$ cat src/rtl/acssc_pkg.sv
// shared constants and types of the conversion start and status control block
package acssc_pkg;
  // ==========================================================
  // timing
  localparam int CLK_PERIOD_NS  = 20;   // system clock, 50 MHz
  localparam int CONVCLK_NS     = 80;   // conversion clock period
  localparam int CONV_TIME_NS   = 1360; // one pair conversion
  localparam int CONVCLK_CYCLES = (CONVCLK_NS + CLK_PERIOD_NS - 1) / CLK_PERIOD_NS;
  localparam int CONV_CYCLES    = (CONV_TIME_NS + CLK_PERIOD_NS - 1) / CLK_PERIOD_NS;
  localparam int NUM_PAIRS      = 3;
  // ==========================================================
  // register map
  localparam logic [7:0]  ADDR_CONTROL  = 8'h00;
  localparam logic [7:0]  ADDR_STATUS   = 8'h04;
  localparam logic [31:0] CONTROL_RESET = 32'h00000000;
  localparam int          POLARITY_BIT  = 20; // status polarity bit
  localparam int          FUNCTION_BIT  = 21; // status pin function bit
  localparam int          PAIRWISE_BIT  = 23; // sequential select bit
  localparam int          ST_DOWN_LSB   = 0;  // partial power-down, 3 bits
  localparam int          ST_FLIGHT_LSB = 3;  // pairs converting, 3 bits
  localparam int          ST_BUSY_BIT   = 6;
  localparam int          ST_INT_BIT    = 7;
  localparam logic [1:0]  RESP_OKAY     = 2'h0;
  localparam logic [1:0]  RESP_SLVERR   = 2'h2;
  // ==========================================================
  // pair converter states
  typedef enum logic [1:0] {
    PAIR_IDLE = 2'b00,
    PAIR_CONV = 2'b01,
    PAIR_DONE = 2'b10,
    PAIR_DOWN = 2'b11
  } acssc_pair_state_type;
endpackage : acssc_pkg

$ cat src/rtl/acssc_edge_det.sv
// rising and falling edge detector for a group of synchronous inputs
`timescale 1ns/1ns
module acssc_edge_det #(
  parameter int WIDTH = 1
) (
  input  wire logic             clk,
  input  wire logic             reset,
  input  wire logic [WIDTH-1:0] sig,
  output logic      [WIDTH-1:0] rise,
  output logic      [WIDTH-1:0] fall
);
  logic [WIDTH-1:0] prev_ff; // value one clock ago

  // ==========================================================
  // history
  // reset value all ones: a high pin at reset is not seen as a rise, a low one is seen as a fall
  always_ff @(posedge clk)
  begin
    if (reset)
      prev_ff <= '1;
    else
      prev_ff <= sig;
  end

  assign rise = sig & ~prev_ff;
  assign fall = ~sig & prev_ff;
endmodule : acssc_edge_det

$ cat src/rtl/acssc_pair_conv.sv
// sequencer of one converter pair: conversion time, completion, power-down
`timescale 1ns/1ns
module acssc_pair_conv (
  input  wire logic clk,
  input  wire logic reset,
  input  wire logic launch,     // start a conversion
  input  wire logic abort,      // start input fell while converting
  output logic      converting,
  output logic      donePulse,  // one cycle, results latched
  output logic      powerDown   // pair in partial power-down
);
  acssc_pkg::acssc_pair_state_type state_ff;
  logic [7:0] count_ff; // cycles left in conversion
  logic       down_ff;  // registered power-down, feeds a top-level output

  // ==========================================================
  // state machine; a new launch leaves power-down
  always_ff @(posedge clk)
  begin
    if (reset)
      state_ff <= acssc_pkg::PAIR_IDLE;
    else
      case (state_ff)
        acssc_pkg::PAIR_CONV:
          if (abort)
            state_ff <= acssc_pkg::PAIR_DOWN;
          else if (count_ff == 8'h01)
            state_ff <= acssc_pkg::PAIR_DONE;
        acssc_pkg::PAIR_IDLE, acssc_pkg::PAIR_DONE, acssc_pkg::PAIR_DOWN:
          if (launch)
            state_ff <= acssc_pkg::PAIR_CONV;
          else if (state_ff == acssc_pkg::PAIR_DONE)
            state_ff <= acssc_pkg::PAIR_IDLE;
        default:
          state_ff <= acssc_pkg::PAIR_IDLE;
      endcase
  end

  // ==========================================================
  // conversion timer
  always_ff @(posedge clk)
  begin
    if (reset)
      count_ff <= 8'h00;
    else if (launch && state_ff != acssc_pkg::PAIR_CONV)
      count_ff <= 8'(acssc_pkg::CONV_CYCLES);
    else if (count_ff != 8'h00)
      count_ff <= count_ff - 8'h01;
  end

  // ==========================================================
  // power-down flag; mirrors entry to and exit from the down state
  // kept as its own flip-flop so the pin carries no decode glitches
  always_ff @(posedge clk)
  begin
    if (reset)
      down_ff <= 1'b0;
    else if (state_ff == acssc_pkg::PAIR_CONV)
      down_ff <= abort;
    else if (launch)
      down_ff <= 1'b0;
  end

  assign converting = (state_ff == acssc_pkg::PAIR_CONV);
  assign donePulse  = (state_ff == acssc_pkg::PAIR_DONE);
  assign powerDown  = down_ff;
endmodule : acssc_pair_conv

$ cat src/rtl/acssc_ctrl.sv
// conversion start, status pin and host strobe control of a six-channel converter
//
// Operation
// - status function zero: busy high during conversion
// - busy drops when all launched pairs are done or down; sequential after pair C
// - sequential: one conversion clock low per pair
// - status function one: interrupt until result read
// - polarity bit inverts the status pin
// - parallel: select low enables, high disables
// - serial: frame falling edge starts the transfer
// - parallel outputs driven only while read low
// - hardware mode: start rising edge launches pair
// - hardware: start falling early powers the pair down
// - software mode: pair A starts all or A
// - software: B and C act only sequentially
// - standby low powers down all but the register interface
// - interface select zero parallel, one serial
`timescale 1ns/1ns
module acssc_ctrl (
  input  wire logic        clk,
  input  wire logic        reset,
  // device pins
  input  wire logic        pairAStart,
  input  wire logic        pairBStart,
  input  wire logic        pairCStart,
  input  wire logic        selectFrameN,     // chip select or frame sync
  input  wire logic        readN,            // parallel read strobe
  input  wire logic        standbyN,         // low: standby
  input  wire logic        configModeSw,     // 0 pin, 1 register configured
  input  wire logic        interfaceSerial,  // 0 parallel, 1 serial
  output logic             statusPin_ff,     // busy or interrupt
  output logic             parOutEnable_ff,  // parallel data driver enable
  output logic             parIfEnable_ff,   // parallel interface enabled
  output logic             frameStart_ff,    // serial frame begins
  output logic [2:0]       pairPowerDown,
  // AXI4-Lite slave
  input  wire logic [7:0]  s_axi_awaddr,
  input  wire logic        s_axi_awvalid,
  output logic             s_axi_awready,
  input  wire logic [31:0] s_axi_wdata,
  input  wire logic [3:0]  s_axi_wstrb,
  input  wire logic        s_axi_wvalid,
  output logic             s_axi_wready,
  output logic [1:0]       s_axi_bresp,
  output logic             s_axi_bvalid,
  input  wire logic        s_axi_bready,
  input  wire logic [7:0]  s_axi_araddr,
  input  wire logic        s_axi_arvalid,
  output logic             s_axi_arready,
  output logic [31:0]      s_axi_rdata,
  output logic [1:0]       s_axi_rresp,
  output logic             s_axi_rvalid,
  input  wire logic        s_axi_rready
);
  // ==========================================================
  // declarations
  logic [31:0] control_ff;      // control register
  logic [7:0]  awAddr_ff;       // held write address
  logic        awHeld_ff;
  logic [31:0] wData_ff;        // held write data
  logic [3:0]  wStrb_ff;
  logic        wHeld_ff;
  logic [4:0]  rise;            // edges of start, read and frame pins
  logic [4:0]  fall;
  logic [2:0]  startLevel;
  logic [2:0]  launch;
  logic [2:0]  converting;
  logic [2:0]  donePulse;
  logic [2:0]  inFlight_ff;     // pairs launched, not yet finished
  logic        busyLevel_ff;    // busy before low pulses
  logic [3:0]  lowCnt_ff;       // sequential low pulse timer
  logic        intPending_ff;   // interrupt waiting for a read
  logic        hwMode;
  logic        seqMode;
  logic        statusFunc;
  logic        polarity;
  logic        pairEvt;         // some pair finished or went down
  logic        completeEvt;     // whole conversion finished
  logic        readEvt;         // host read the result
  logic        nxt_busyLevel;
  logic        nxt_status;
  logic        powered;
  logic        blockReset;      // reset or standby

  assign hwMode     = ~configModeSw;
  assign seqMode    = configModeSw & control_ff[acssc_pkg::PAIRWISE_BIT];
  assign statusFunc = control_ff[acssc_pkg::FUNCTION_BIT];
  assign polarity   = control_ff[acssc_pkg::POLARITY_BIT];
  assign powered    = standbyN;
  assign blockReset = reset | ~standbyN;
  assign startLevel = {pairCStart, pairBStart, pairAStart};

  // ==========================================================
  // edge detection of the host strobes
  acssc_edge_det #(
    .WIDTH(5)
  ) u_edges (
    .clk  (clk),
    .reset(blockReset),
    .sig  ({selectFrameN, readN, startLevel}),
    .rise (rise),
    .fall (fall)
  );

  // ==========================================================
  // launch decode
  always_comb
  begin
    if (hwMode)
      launch = rise[2:0];
    else if (seqMode)
      launch = rise[2:0];
    else
      launch = {3{rise[0]}};
    // a pair already converting ignores another start
    launch = launch & ~converting;
  end

  // ==========================================================
  // three pair sequencers
  genvar gi;
  generate
    for (gi = 0; gi < acssc_pkg::NUM_PAIRS; gi++)
    begin : g_pair
      acssc_pair_conv u_pair (
        .clk       (clk),
        .reset     (blockReset),
        .launch    (launch[gi]),
        .abort     (hwMode & ~startLevel[gi]),
        .converting(converting[gi]),
        .donePulse (donePulse[gi]),
        .powerDown (pairPowerDown[gi])
      );
    end
  endgenerate

  // ==========================================================
  // conversion tracking
  assign pairEvt = |(inFlight_ff & (donePulse | pairPowerDown));
  // sequential: the run ends with pair C; otherwise when nothing is left
  assign completeEvt = seqMode ? (inFlight_ff[2] & donePulse[2])
                               : (pairEvt && (inFlight_ff & ~donePulse
                                              & ~pairPowerDown) == 3'b000);

  // pairs in flight, cleared by completion or power-down
  always_ff @(posedge clk)
  begin
    if (blockReset)
      inFlight_ff <= 3'b000;
    else
      inFlight_ff <= (inFlight_ff & ~donePulse & ~pairPowerDown) | launch;
  end

  // busy level: set by launch, dropped when all launched pairs are done or down, or when pair C is done in sequential mode
  always_comb
  begin
    nxt_busyLevel = busyLevel_ff;
    if (completeEvt)
      nxt_busyLevel = 1'b0;
    if (|launch)
      nxt_busyLevel = 1'b1;
  end

  always_ff @(posedge clk)
  begin
    if (blockReset)
      busyLevel_ff <= 1'b0;
    else
      busyLevel_ff <= nxt_busyLevel;
  end

  // sequential mode: one conversion clock low per finished pair
  always_ff @(posedge clk)
  begin
    if (blockReset)
      lowCnt_ff <= 4'h0;
    else if (seqMode && |(donePulse & inFlight_ff))
      lowCnt_ff <= 4'(acssc_pkg::CONVCLK_CYCLES);
    else if (lowCnt_ff != 4'h0)
      lowCnt_ff <= lowCnt_ff - 4'h1;
  end

  // ==========================================================
  // interrupt: read by strobe in parallel, frame edge in serial
  assign readEvt = interfaceSerial ? fall[4] : (fall[3] & ~selectFrameN);

  // a completion in the same cycle as a read wins
  always_ff @(posedge clk)
  begin
    if (blockReset)
      intPending_ff <= 1'b0;
    else if (completeEvt)
      intPending_ff <= 1'b1;
    else if (readEvt)
      intPending_ff <= 1'b0;
  end

  // ==========================================================
  // status pin
  always_comb
  begin
    if (statusFunc)
      nxt_status = intPending_ff;
    else
      nxt_status = busyLevel_ff & (lowCnt_ff == 4'h0);
    nxt_status = nxt_status ^ polarity;
  end

  // standby parks the pin at its inactive level
  always_ff @(posedge clk)
  begin
    if (reset)
      statusPin_ff <= 1'b0;
    else
      statusPin_ff <= nxt_status;
  end

  // ==========================================================
  // host interface strobes
  // parallel interface open only while select is low
  always_ff @(posedge clk)
  begin
    if (reset)
      parIfEnable_ff <= 1'b0;
    else
      parIfEnable_ff <= powered & ~interfaceSerial & ~selectFrameN;
  end

  // data drivers follow the read strobe; one cycle late
  always_ff @(posedge clk)
  begin
    if (reset)
      parOutEnable_ff <= 1'b0;
    else
      parOutEnable_ff <= powered & ~interfaceSerial & ~selectFrameN & ~readN;
  end

  // serial frame begins on the falling frame edge
  always_ff @(posedge clk)
  begin
    if (reset)
      frameStart_ff <= 1'b0;
    else
      frameStart_ff <= powered & interfaceSerial & fall[4];
  end

  // ==========================================================
  // AXI4-Lite write: address and data taken in either order
  always_ff @(posedge clk)
  begin
    if (reset)
    begin
      awHeld_ff     <= 1'b0;
      awAddr_ff     <= 8'h00;
      s_axi_awready <= 1'b0;
    end
    else
    begin
      s_axi_awready <= s_axi_awvalid & ~s_axi_awready & ~awHeld_ff & ~s_axi_bvalid;
      if (s_axi_awvalid && s_axi_awready)
      begin
        awHeld_ff <= 1'b1;
        awAddr_ff <= s_axi_awaddr;
      end
      else if (awHeld_ff && wHeld_ff)
        awHeld_ff <= 1'b0;
    end
  end

  always_ff @(posedge clk)
  begin
    if (reset)
    begin
      wHeld_ff     <= 1'b0;
      wData_ff     <= 32'h00000000;
      wStrb_ff     <= 4'h0;
      s_axi_wready <= 1'b0;
    end
    else
    begin
      s_axi_wready <= s_axi_wvalid & ~s_axi_wready & ~wHeld_ff & ~s_axi_bvalid;
      if (s_axi_wvalid && s_axi_wready)
      begin
        wHeld_ff <= 1'b1;
        wData_ff <= s_axi_wdata;
        wStrb_ff <= s_axi_wstrb;
      end
      else if (awHeld_ff && wHeld_ff)
        wHeld_ff <= 1'b0;
    end
  end

  // commit and respond; status is read only, unmapped gets an error
  always_ff @(posedge clk)
  begin
    if (reset)
    begin
      control_ff   <= acssc_pkg::CONTROL_RESET;
      s_axi_bvalid <= 1'b0;
      s_axi_bresp  <= acssc_pkg::RESP_OKAY;
    end
    else if (awHeld_ff && wHeld_ff)
    begin
      s_axi_bvalid <= 1'b1;
      s_axi_bresp  <= acssc_pkg::RESP_OKAY;
      if (awAddr_ff[7:2] == acssc_pkg::ADDR_CONTROL[7:2])
      begin
        for (int b = 0; b < 4; b++)
          if (wStrb_ff[b])
            control_ff[8*b +: 8] <= wData_ff[8*b +: 8];
      end
      else if (awAddr_ff[7:2] != acssc_pkg::ADDR_STATUS[7:2])
        s_axi_bresp <= acssc_pkg::RESP_SLVERR;
    end
    else if (s_axi_bready)
      s_axi_bvalid <= 1'b0;
  end

  // ==========================================================
  // AXI4-Lite read
  always_ff @(posedge clk)
  begin
    if (reset)
    begin
      s_axi_arready <= 1'b0;
      s_axi_rvalid  <= 1'b0;
      s_axi_rdata   <= 32'h00000000;
      s_axi_rresp   <= acssc_pkg::RESP_OKAY;
    end
    else
    begin
      s_axi_arready <= s_axi_arvalid & ~s_axi_arready & ~s_axi_rvalid;
      if (s_axi_arvalid && s_axi_arready)
      begin
        s_axi_rvalid <= 1'b1;
        s_axi_rresp  <= acssc_pkg::RESP_OKAY;
        s_axi_rdata  <= 32'h00000000;
        if (s_axi_araddr[7:2] == acssc_pkg::ADDR_CONTROL[7:2])
          s_axi_rdata <= control_ff;
        else if (s_axi_araddr[7:2] == acssc_pkg::ADDR_STATUS[7:2])
        begin
          s_axi_rdata[acssc_pkg::ST_DOWN_LSB +: 3]   <= pairPowerDown;
          s_axi_rdata[acssc_pkg::ST_FLIGHT_LSB +: 3] <= inFlight_ff;
          s_axi_rdata[acssc_pkg::ST_BUSY_BIT]        <= busyLevel_ff;
          s_axi_rdata[acssc_pkg::ST_INT_BIT]         <= intPending_ff;
        end
        else
          s_axi_rresp <= acssc_pkg::RESP_SLVERR;
      end
      else if (s_axi_rready)
        s_axi_rvalid <= 1'b0;
    end
  end

  // ==========================================================
  // assertions
  logic busyOut; // status pin with polarity removed
  assign busyOut = statusPin_ff ^ polarity;

  property p_busy_start;
    @(posedge clk) disable iff (reset)
    (!statusFunc && !seqMode && |launch && standbyN) ##1 (standbyN && !completeEvt
      && $stable(control_ff)) |=> busyOut;
  endproperty
  a_busy_start: assert property (p_busy_start) else $error("busy not raised");

  property p_busy_drop;
    @(posedge clk) disable iff (reset)
    (!statusFunc && !seqMode && completeEvt && launch == 3'b000)
      ##1 ($stable(control_ff) && launch == 3'b000) |=> !busyOut;
  endproperty
  a_busy_drop: assert property (p_busy_drop) else $error("busy not dropped");

  property p_seq_pulse;
    @(posedge clk) disable iff (blockReset)
    (seqMode && !statusFunc && |(donePulse & inFlight_ff)) ##1 $stable(control_ff)
      |=> !busyOut[*4];
  endproperty
  a_seq_pulse: assert property (p_seq_pulse) else $error("sequential pulse wrong");

  property p_int_hold;
    @(posedge clk) disable iff (blockReset)
    (statusFunc && intPending_ff && !readEvt) ##1 $stable(control_ff) |=> statusPin_ff
      == !polarity;
  endproperty
  a_int_hold: assert property (p_int_hold) else $error("interrupt lost");

  property p_polarity;
    @(posedge clk) disable iff (reset)
    (!statusFunc && !busyLevel_ff && lowCnt_ff == 4'h0 && polarity) |=> statusPin_ff;
  endproperty
  a_polarity: assert property (p_polarity) else $error("polarity ignored");

  property p_par_select;
    @(posedge clk) disable iff (reset)
    (!interfaceSerial && standbyN) |=> parIfEnable_ff == !$past(selectFrameN);
  endproperty
  a_par_select: assert property (p_par_select) else $error("select gating wrong");

  property p_frame;
    @(posedge clk) disable iff (blockReset)
    (interfaceSerial && fall[4]) |=> frameStart_ff;
  endproperty
  a_frame: assert property (p_frame) else $error("frame start missed");

  property p_read_drive;
    @(posedge clk) disable iff (reset)
    readN |=> !parOutEnable_ff;
  endproperty
  a_read_drive: assert property (p_read_drive) else $error("driving while read high");

  property p_hw_launch;
    @(posedge clk) disable iff (blockReset)
    (hwMode && rise[1] && !converting[1]) |=> converting[1];
  endproperty
  a_hw_launch: assert property (p_hw_launch) else $error("pair B not launched");

  property p_abort;
    @(posedge clk) disable iff (blockReset)
    (hwMode && converting[1] && !pairBStart) |=> pairPowerDown[1];
  endproperty
  a_abort: assert property (p_abort) else $error("no partial power-down");

  property p_sw_all;
    @(posedge clk) disable iff (blockReset)
    (!hwMode && !seqMode && rise[0] && converting == 3'b000) |=> converting == 3'b111;
  endproperty
  a_sw_all: assert property (p_sw_all) else $error("not all pairs started");

  property p_sw_b_ignored;
    @(posedge clk) disable iff (blockReset)
    (!hwMode && !seqMode && rise[1] && !rise[0] && !converting[1]) |=> !converting[1];
  endproperty
  a_sw_b_ignored: assert property (p_sw_b_ignored) else $error("pair B started");

  property p_standby;
    @(posedge clk) disable iff (reset)
    !standbyN |=> (converting == 3'b000 && !busyLevel_ff && !intPending_ff);
  endproperty
  a_standby: assert property (p_standby) else $error("active in standby");

  c_hw_conv: cover property (@(posedge clk) hwMode && |donePulse);
  c_seq_pulse: cover property (@(posedge clk) seqMode && lowCnt_ff == 4'h1);
  c_int_read: cover property (@(posedge clk) intPending_ff && readEvt);
endmodule : acssc_ctrl

$ cat config.mk
export PLATFORM = sky130hd
export DESIGN_NAME = acssc_ctrl
export DESIGN_NICKNAME = d
export VERILOG_FILES = /design/src/rtl/acssc_pkg.sv /design/src/rtl/acssc_edge_det.sv /design/src/rtl/acssc_pair_conv.sv /design/src/rtl/acssc_ctrl.sv
export SDC_FILE = /design/constraint.sdc
export NUM_CORES = 1
export LEC_CHECK = 0
export BUFFER_PORTS_ARGS = -buffer_cell sky130_fd_sc_hd__clkbuf_2
export CAP_MARGIN = 10
export CORE_MARGIN = 5
export CORE_UTILIZATION = 45
export CTS_CLUSTER_SIZE = 28
export DETAILED_ROUTE_END_ITERATION = 16
export HOLD_SLACK_MARGIN = 0.03
export PLACE_DENSITY = 0.73
export SYNTH_ARGS = -nofsm -noshare
export SYNTH_HDL_FRONTEND = slang
export SYNTH_SLANG_ARGS = --single-unit
$ cat constraint.sdc
create_clock -name clk -period 1.8 [get_ports clk]
set_input_delay 0.09 -clock clk [delete_from_list [all_inputs] [get_ports clk]]
set_output_delay 0.09 -clock clk [all_outputs]
set_load 0.01 [all_outputs]
==> out/metrics.cfg, run 1 <==
[routing]
wl_met1_um=6800
wl_um=14900
wl_met2_um=7060
routed_via_density=5.03
dr_wl_met3_um=727
highest_layer=met4
wl_per_cell_um=13.8
ant_nets=0
drtIter0Drc=337
vias=5429
drc=0
dr.pass1.iters=5

[cells_and_area]
fin_nets=961
antenna_cells=0
final-instance-count-excl-fill=1079
fin_area_sq_mm=0.00836
area_growth_pct=30.7
drive_gt1_share_pct=18.7
fillers=1199

[placement]
dp_slack_ns=-0.0493
gp_congestion=0.798
io_buffers=108
placed_cell_area_sq_mm=0.00714
dp.cells=987
dp_hpwl_um=9710

[sta]
fmax_mhz=534
relSlewSlack_pct=57.5
finClkSkew_ns=0.00629
min_period_ns=1.87
final_max_slew_viol_count=0
worstMarginPinSlew_ns=0.638
fin_tns_setup_ns=-0.831
setup_ws_ns=-0.0743
whs_ns=0.108
period_share_pct=104
setup-violations-final=27
rsz0062_at_grt=true
hold_viol=0

[clock_tree]
ctsLongestPathBuffers=2
cts_root_buf=clkbuf_16
cts_tree=built
cts_buffers=17
path_clk_slew_ns=0.06
htreeDepth=4
clock_sinks=166
clkLatencyLatePin_ns=0.42

[synth]
synthArstFlopShare_pct=0
ys_types=44
synthCells=723
synth_top_area_cell=dfxtp_1
synth_top_family_by_area=simple AND/OR/NAND/NOR gates
synth-compound-area-share_pct=11.7
ys_warn_count=0
synth_area_sq_mm=0.00640
synth_xor_area_share_pct=1.92
synth_edf_count=0
synth-seq-cells=166
avgSynthCellArea_sq_um=8.85
yosysMostFrequentCell=dfxtp_1
synth-simple-area-share_pct=21.8
ys_seq_area_share_pct=51.9
synth.top_cells.by_count=166 x dfxtp_1, 106 x nor2_1, 103 x nand2_1
muxShareOfSynthArea_pct=7.25
yosysTopAreaCellShare_pct=51.9
synthTopCellsByArea=dfxtp_1 52%, mux2i_1 6.7%, nor2_1 6.2%
synthAdderAreaFrac_pct=1.37
dominantRegCellSynth=dfxtp_1

[worst_setup_path]
path_class=flop to flop
start_kind=flop
cp.required_ns=2.09
critPathCaptureType=flop
reg2reg_from=awAddr_ff[3]
arrival_ns=2.17
rr_worst_depth=6
r2r_end=control_ff[25]
cp_max_fo=4
regToRegSetupSlack_ns=-0.07

[global_route]
gr-usage-all-layers_pct=18.1
grt_pass1_vias=5151
grt_max_degree=110
grt_antenna_before_repair=0
overflow=0
grt_pass1_wl_um=24000

[worst_hold_path]
hold_end=g_pair[1].u_pair.powerDown
whs_path_depth=3
hp-class=input pin to flop
hp-start=configModeSw

[power]
peakVddDrop_mv=0.719
p_comb_share_pct=20.3
p_int_mw=7.15
power_density_mw_per_mm2=1170
switchingPower_mw=2.64
p_clk_share_pct=37.7
switching_share_pct=27.0
seqPwrFrac_pct=42.1
p_leak_nw=3.28

[status]
status=finished with violations
failed_checks=setup timing

[floorplanning]
die-width_um=129
core_sq_mm=0.0139
dieArea_sq_mm=0.0167
row_count=43
initial_core_util_pct=45.9
die_h_um=129
io_pins=115

[flow_run]
maxCapViolCount=0

==> layer usage <==
metal / track usage (%) / vias to the layer above
met5: 0 / -
met4: 8.03 / 0
met3: 4.08 / 25
met2: 29.5 / 130
met1: 22.9 / 2497
li1: - / 2777
==> cells in the final DEF, fill, tap and decap left out, drive strengths merged, types with 14 or more instances in the layout <==
cell,synthesis,final
dlygate4sd3,0,62
nor3,26,26
nand2b,24,24
buf,13,15
a22oi,25,25
mux2i,43,43
clkbuf,27,132
dfxtp,166,166
nor2,106,106
nand2,103,103
nand3,14,14
inv,14,14
a21oi,74,74
==> cell families (layout without fill, tap and decap cells) <==
kind of cell	count (synthesis)	after routing
xor+xnor	14	14
compound gates	126	126
fa+ha+maj	7	7
other cells	1	2
mux	46	46
flops	166	166
simple gates	309	309
buf+inv	54	229
==> power by group through the flow <==
stage / combinational (mW) / clock [mW] / sequential [mW]
floorplan: 1.56 / 0 / 4.15
global placement: 1.86 / 0 / 4.19
detailed placement: 1.88 / 0 / 4.19
CTS: 1.99 / 3.74 / 4.11
global route: 2.26 / 3.90 / 4.16
finish: 1.98 / 3.69 / 4.12
==> stage by stage <==
| stage | utilization [%] | total power, mW |
|---|---|---|
| after floorplan | - | 5.71 |
| after global routing | 60.0 | 10.3 |
| final | 60.0 | 9.79 |
| after global placement | 51.3 | 6.04 |
| after CTS | 60.0 | 9.84 |
| after detailed placement | 51.3 | 6.07 |
==> critical path, stage by stage (launching register included) <==
cell and delay, ns:
dfxtp_2 0.32, or4_4 0.55, nor4_4 0.26, and2_4 0.23
buf_6 0.12, mux2i_2 0.22, nor2_1 0.06
==> worst max-delay path by stage <==
stage | from | end | slack (ns) | cells past startpoint
final | awAddr_ff[3] | control_ff[25] | -0.07 | 6
after floorplan | awAddr_ff[3] | control_ff[0] | 0.16 | 6
after global routing | awAddr_ff[3] | control_ff[1] | -0.15 | 5
after global placement | awAddr_ff[3] | control_ff[14] | -0.01 | 6
after CTS | awAddr_ff[3] | control_ff[19] | -0.06 | 6
after detailed placement | awAddr_ff[3] | control_ff[12] | -0.05 | 6
==> state kept, by name (all words and copies together), names as in the netlist, 3 cells and up <==
| signal | cells |
|---|---|
| control_ff | 32 |
| s_axi_rdata | 32 |
| wData_ff | 32 |
| g_pair.u_pair.count_ff | 24 |
| awAddr_ff | 6 |
| g_pair.u_pair.state_ff | 6 |
| u_edges.prev_ff | 5 |
| lowCnt_ff | 4 |
| wStrb_ff | 4 |
| g_pair.u_pair.powerDown | 3 |
| inFlight_ff | 3 |
==> area by class of cell <==
cell class / count / area (sq um) / area share [%]
well taps: 180 / 225 / 2.69
clock inverters: 6 / 88.8 / 1.06
multi-input cells: 504 / 2850 / 34.0
repair buffers: 184 / 1300 / 15.6
clock buffers: 25 / 526 / 6.28
inverters: 14 / 52.6 / 0.628
flip-flops and latches: 166 / 3320 / 39.7
==> what timing repair did <==
item,in CTS,in global routing
hold endpoints to repair,59,0
gates cloned,0,0
gates resized for setup,6,1
hold buffers,62,0
setup buffers,1,0
setup endpoints to repair,32,32
pin swaps,0,2
Power figures use the tool's default switching activity.
==> run 2: changes to the inputs <==
--- a/config.mk
+++ b/config.mk
@@ -5,7 +5,7 @@
 export SDC_FILE = /design/constraint.sdc
 export NUM_CORES = 1
 export LEC_CHECK = 0
-export BUFFER_PORTS_ARGS = -buffer_cell sky130_fd_sc_hd__clkbuf_2
+export BUFFER_PORTS_ARGS = -buffer_cell sky130_fd_sc_hd__buf_4
 export CAP_MARGIN = 10
 export CORE_MARGIN = 5
 export CORE_UTILIZATION = 45
==> run 2 against run 1 <==
The run still ends with setup timing left. Worst hold slack better by 0.11 ns. Core utilization grew 1.8 points. Clock skew fell by 0.0012 ns.
==> out/metrics.cfg, run 2 (synthesized netlist as in run 1, its figures left out) <==
[worst_hold_path]
hold_end=u_edges.prev_ff[1]
hp-start=standbyN
whs_path_depth=4  ; +1
hp-class=input pin to flop

[routing]
wl_um=15100  ; +0.94%
drc=0  ; unchanged
wl_per_cell_um=14.0  ; +1.3%
drtIter0Drc=395  ; +17%
vias=5427  ; -0.037%
dr.pass1.iters=5  ; unchanged
ant_nets=0  ; unchanged
routed_via_density=5.05  ; +0.34%

[global_route]
grt_antenna_before_repair=0  ; unchanged
overflow=0  ; unchanged
grt_max_degree=74  ; -33%
gr-usage-all-layers_pct=18.3  ; +0.24 points
grt_pass1_vias=5156  ; +0.097%
grt_pass1_wl_um=24400  ; +1.7%

[worst_setup_path]
path_class=flop to flop
arrival_ns=2.11  ; -0.06 ns
reg2reg_from=awAddr_ff[3]
start_kind=flop
critical-path-slowest-cell=or4_4
critPathBufInv=1  ; unchanged
crit_chain=or4_4, nor4_4, and2_1, buf_12, mux2i_1, nor2_1
critPathMaxStageDelay_ns=0.55  ; about the same
cp.depth=6  ; unchanged
regToRegSetupSlack_ns=-0.03  ; +0.04 ns
critPathCaptureType=flop
rr_worst_depth=6  ; unchanged
r2r_end=control_ff[18]
cp_top_family=simple AND/OR/NAND/NOR gates
cp.required_ns=2.07  ; -0.02 ns
cp_max_fo=8  ; +4

[sta]
rsz0062_at_grt=true
relSlewSlack_pct=51.3  ; -6.2 points
hold_viol=0  ; unchanged
setup_ws_ns=-0.0346  ; +0.0397 ns
min_period_ns=1.83  ; -0.0397 ns
finClkSkew_ns=0.00506  ; -0.00123 ns
setup-violations-final=20  ; -26%
fmax_mhz=545  ; +2.2%
period_share_pct=102  ; -2.2 points
worstMarginPinSlew_ns=0.731  ; +0.0930 ns
final_max_slew_viol_count=0  ; unchanged

[cells_and_area]
antenna_cells=0  ; unchanged
fin_nets=960  ; -0.10%
mostFrequentLayoutCells=165 x dfxtp_1, 119 x buf_4, 106 x nor2_1
multiInputGateArea_sq_mm=0.00284  ; -0.31%
reg_top3=control_ff x32, s_axi_rdata x32, wData_ff x32
fin_area_sq_mm=0.00861  ; +3.0%
seq_area_sq_mm=0.00332  ; unchanged
final_common_cell=dfxtp_1
drive_gt1_share_pct=18.1  ; -0.59 points
area_growth_pct=34.5
fillers=1135  ; -5.3%
fin_util_pct=61.8  ; +1.8 points

[floorplanning]
row_count=43  ; unchanged
core_sq_mm=0.0139  ; unchanged
die_h_um=129  ; unchanged
initial_core_util_pct=45.9  ; unchanged
io_pins=115  ; unchanged
dieArea_sq_mm=0.0167  ; unchanged
die-width_um=129  ; unchanged

[power]
p_total_mw=9.93  ; +1.4%
power_density_mw_per_mm2=1150  ; -1.5%
p_leak_nw=3.35  ; +2.0%
peakVddDrop_mv=0.725  ; +0.82%

[placement]
dp_slack_ns=-0.0347  ; +0.0146 ns
placed_cell_area_sq_mm=0.00741  ; +3.7%
gp_congestion=0.753  ; -5.6%
dp_hpwl_um=9800  ; +0.96%
io_buffers=108  ; unchanged

[flow_run]
maxCapViolCount=0  ; unchanged

[clock_tree]
post_cts_buffers=0  ; -1
ctsLongestPathBuffers=2  ; unchanged
htreeDepth=4  ; unchanged
clock_sinks=166  ; unchanged
cts_tree=built
path_clk_slew_ns=0.06  ; about the same
clkLatencyLatePin_ns=0.42  ; about the same
cts_buffers=17  ; unchanged
cts_root_buf=clkbuf_16

[status]
failed_checks=setup timing
status=finished with violations

-- run 2: cell count changes in the layout (fill, tap and decap cells not counted), sizes merged --
cell         previous run  this run
buf                    15       122
bufinv                  2         4
clkbuf                132        20
clkinv                  2         1
clkinvlp                2         3
dlygate4sd3            62        61
-- run 2: metal layers --
metal	global-route usage, %	vias to the layer above	wire [um]
li1	-	2765	-
met1	23.5	2509	6850
met2	29.8	124	7060
met3	3.63	29	769
met4	8.28	0	402
met5	0	-	0
-- run 2: worst max path at each step --
stage	start	to	slack (ns)
after floorplan	awAddr_ff[3]	control_ff[0]	0.16
after global placement	awAddr_ff[3]	control_ff[17]	-0.003
after detailed placement	awAddr_ff[3]	control_ff[31]	-0.03
after CTS	awAddr_ff[3]	control_ff[17]	-0.05
after global routing	awAddr_ff[3]	control_ff[29]	-0.16
final	awAddr_ff[3]	control_ff[18]	-0.03
-- run 2: stage by stage --
stage | instances | setup TNS, ns | hold slack [ns]
after floorplan | 724 | 0 | 0.162
after global placement | 987 | -0.00318 | 0.279
after detailed placement | 987 | -0.193 | 0.281
after CTS | 1076 | -0.561 | 0.204
after global routing | 1075 | -3.56 | 0.225
final | 1075 | -0.327 | 0.222
-- run 2: layout make-up --
class,count,area share [%]
well taps,180,2.62
multi-input cells,504,33.0
clock buffers,20,5.30
clock inverters,8,1.76
repair buffers,183,18.2
inverters,14,0.610
flip-flops and latches,166,38.6
-- run 2: repair_timing --
item / 4_1_cts / 5_1_grt
setup endpoints to repair: 26 / 32
hold buffers: 61 / 0
hold endpoints to repair: 62 / 0
pin swaps: 0 / 2
gates resized for setup: 0 / 2
-- run 2: tightest hold or removal path, cell delays in order --
cell and delay, ns:
buf_4 0.12, nor2b_1 0.12, buf_4 0.19, nand2b_1 0.08
-- run 2: where the power goes --
part / switching (mW) / internal [mW] / total, mW
Clock: 1.38 / 2.36 / 3.75
Sequential: 0.209 / 3.91 / 4.12
Combinational: 1.07 / 0.983 / 2.06
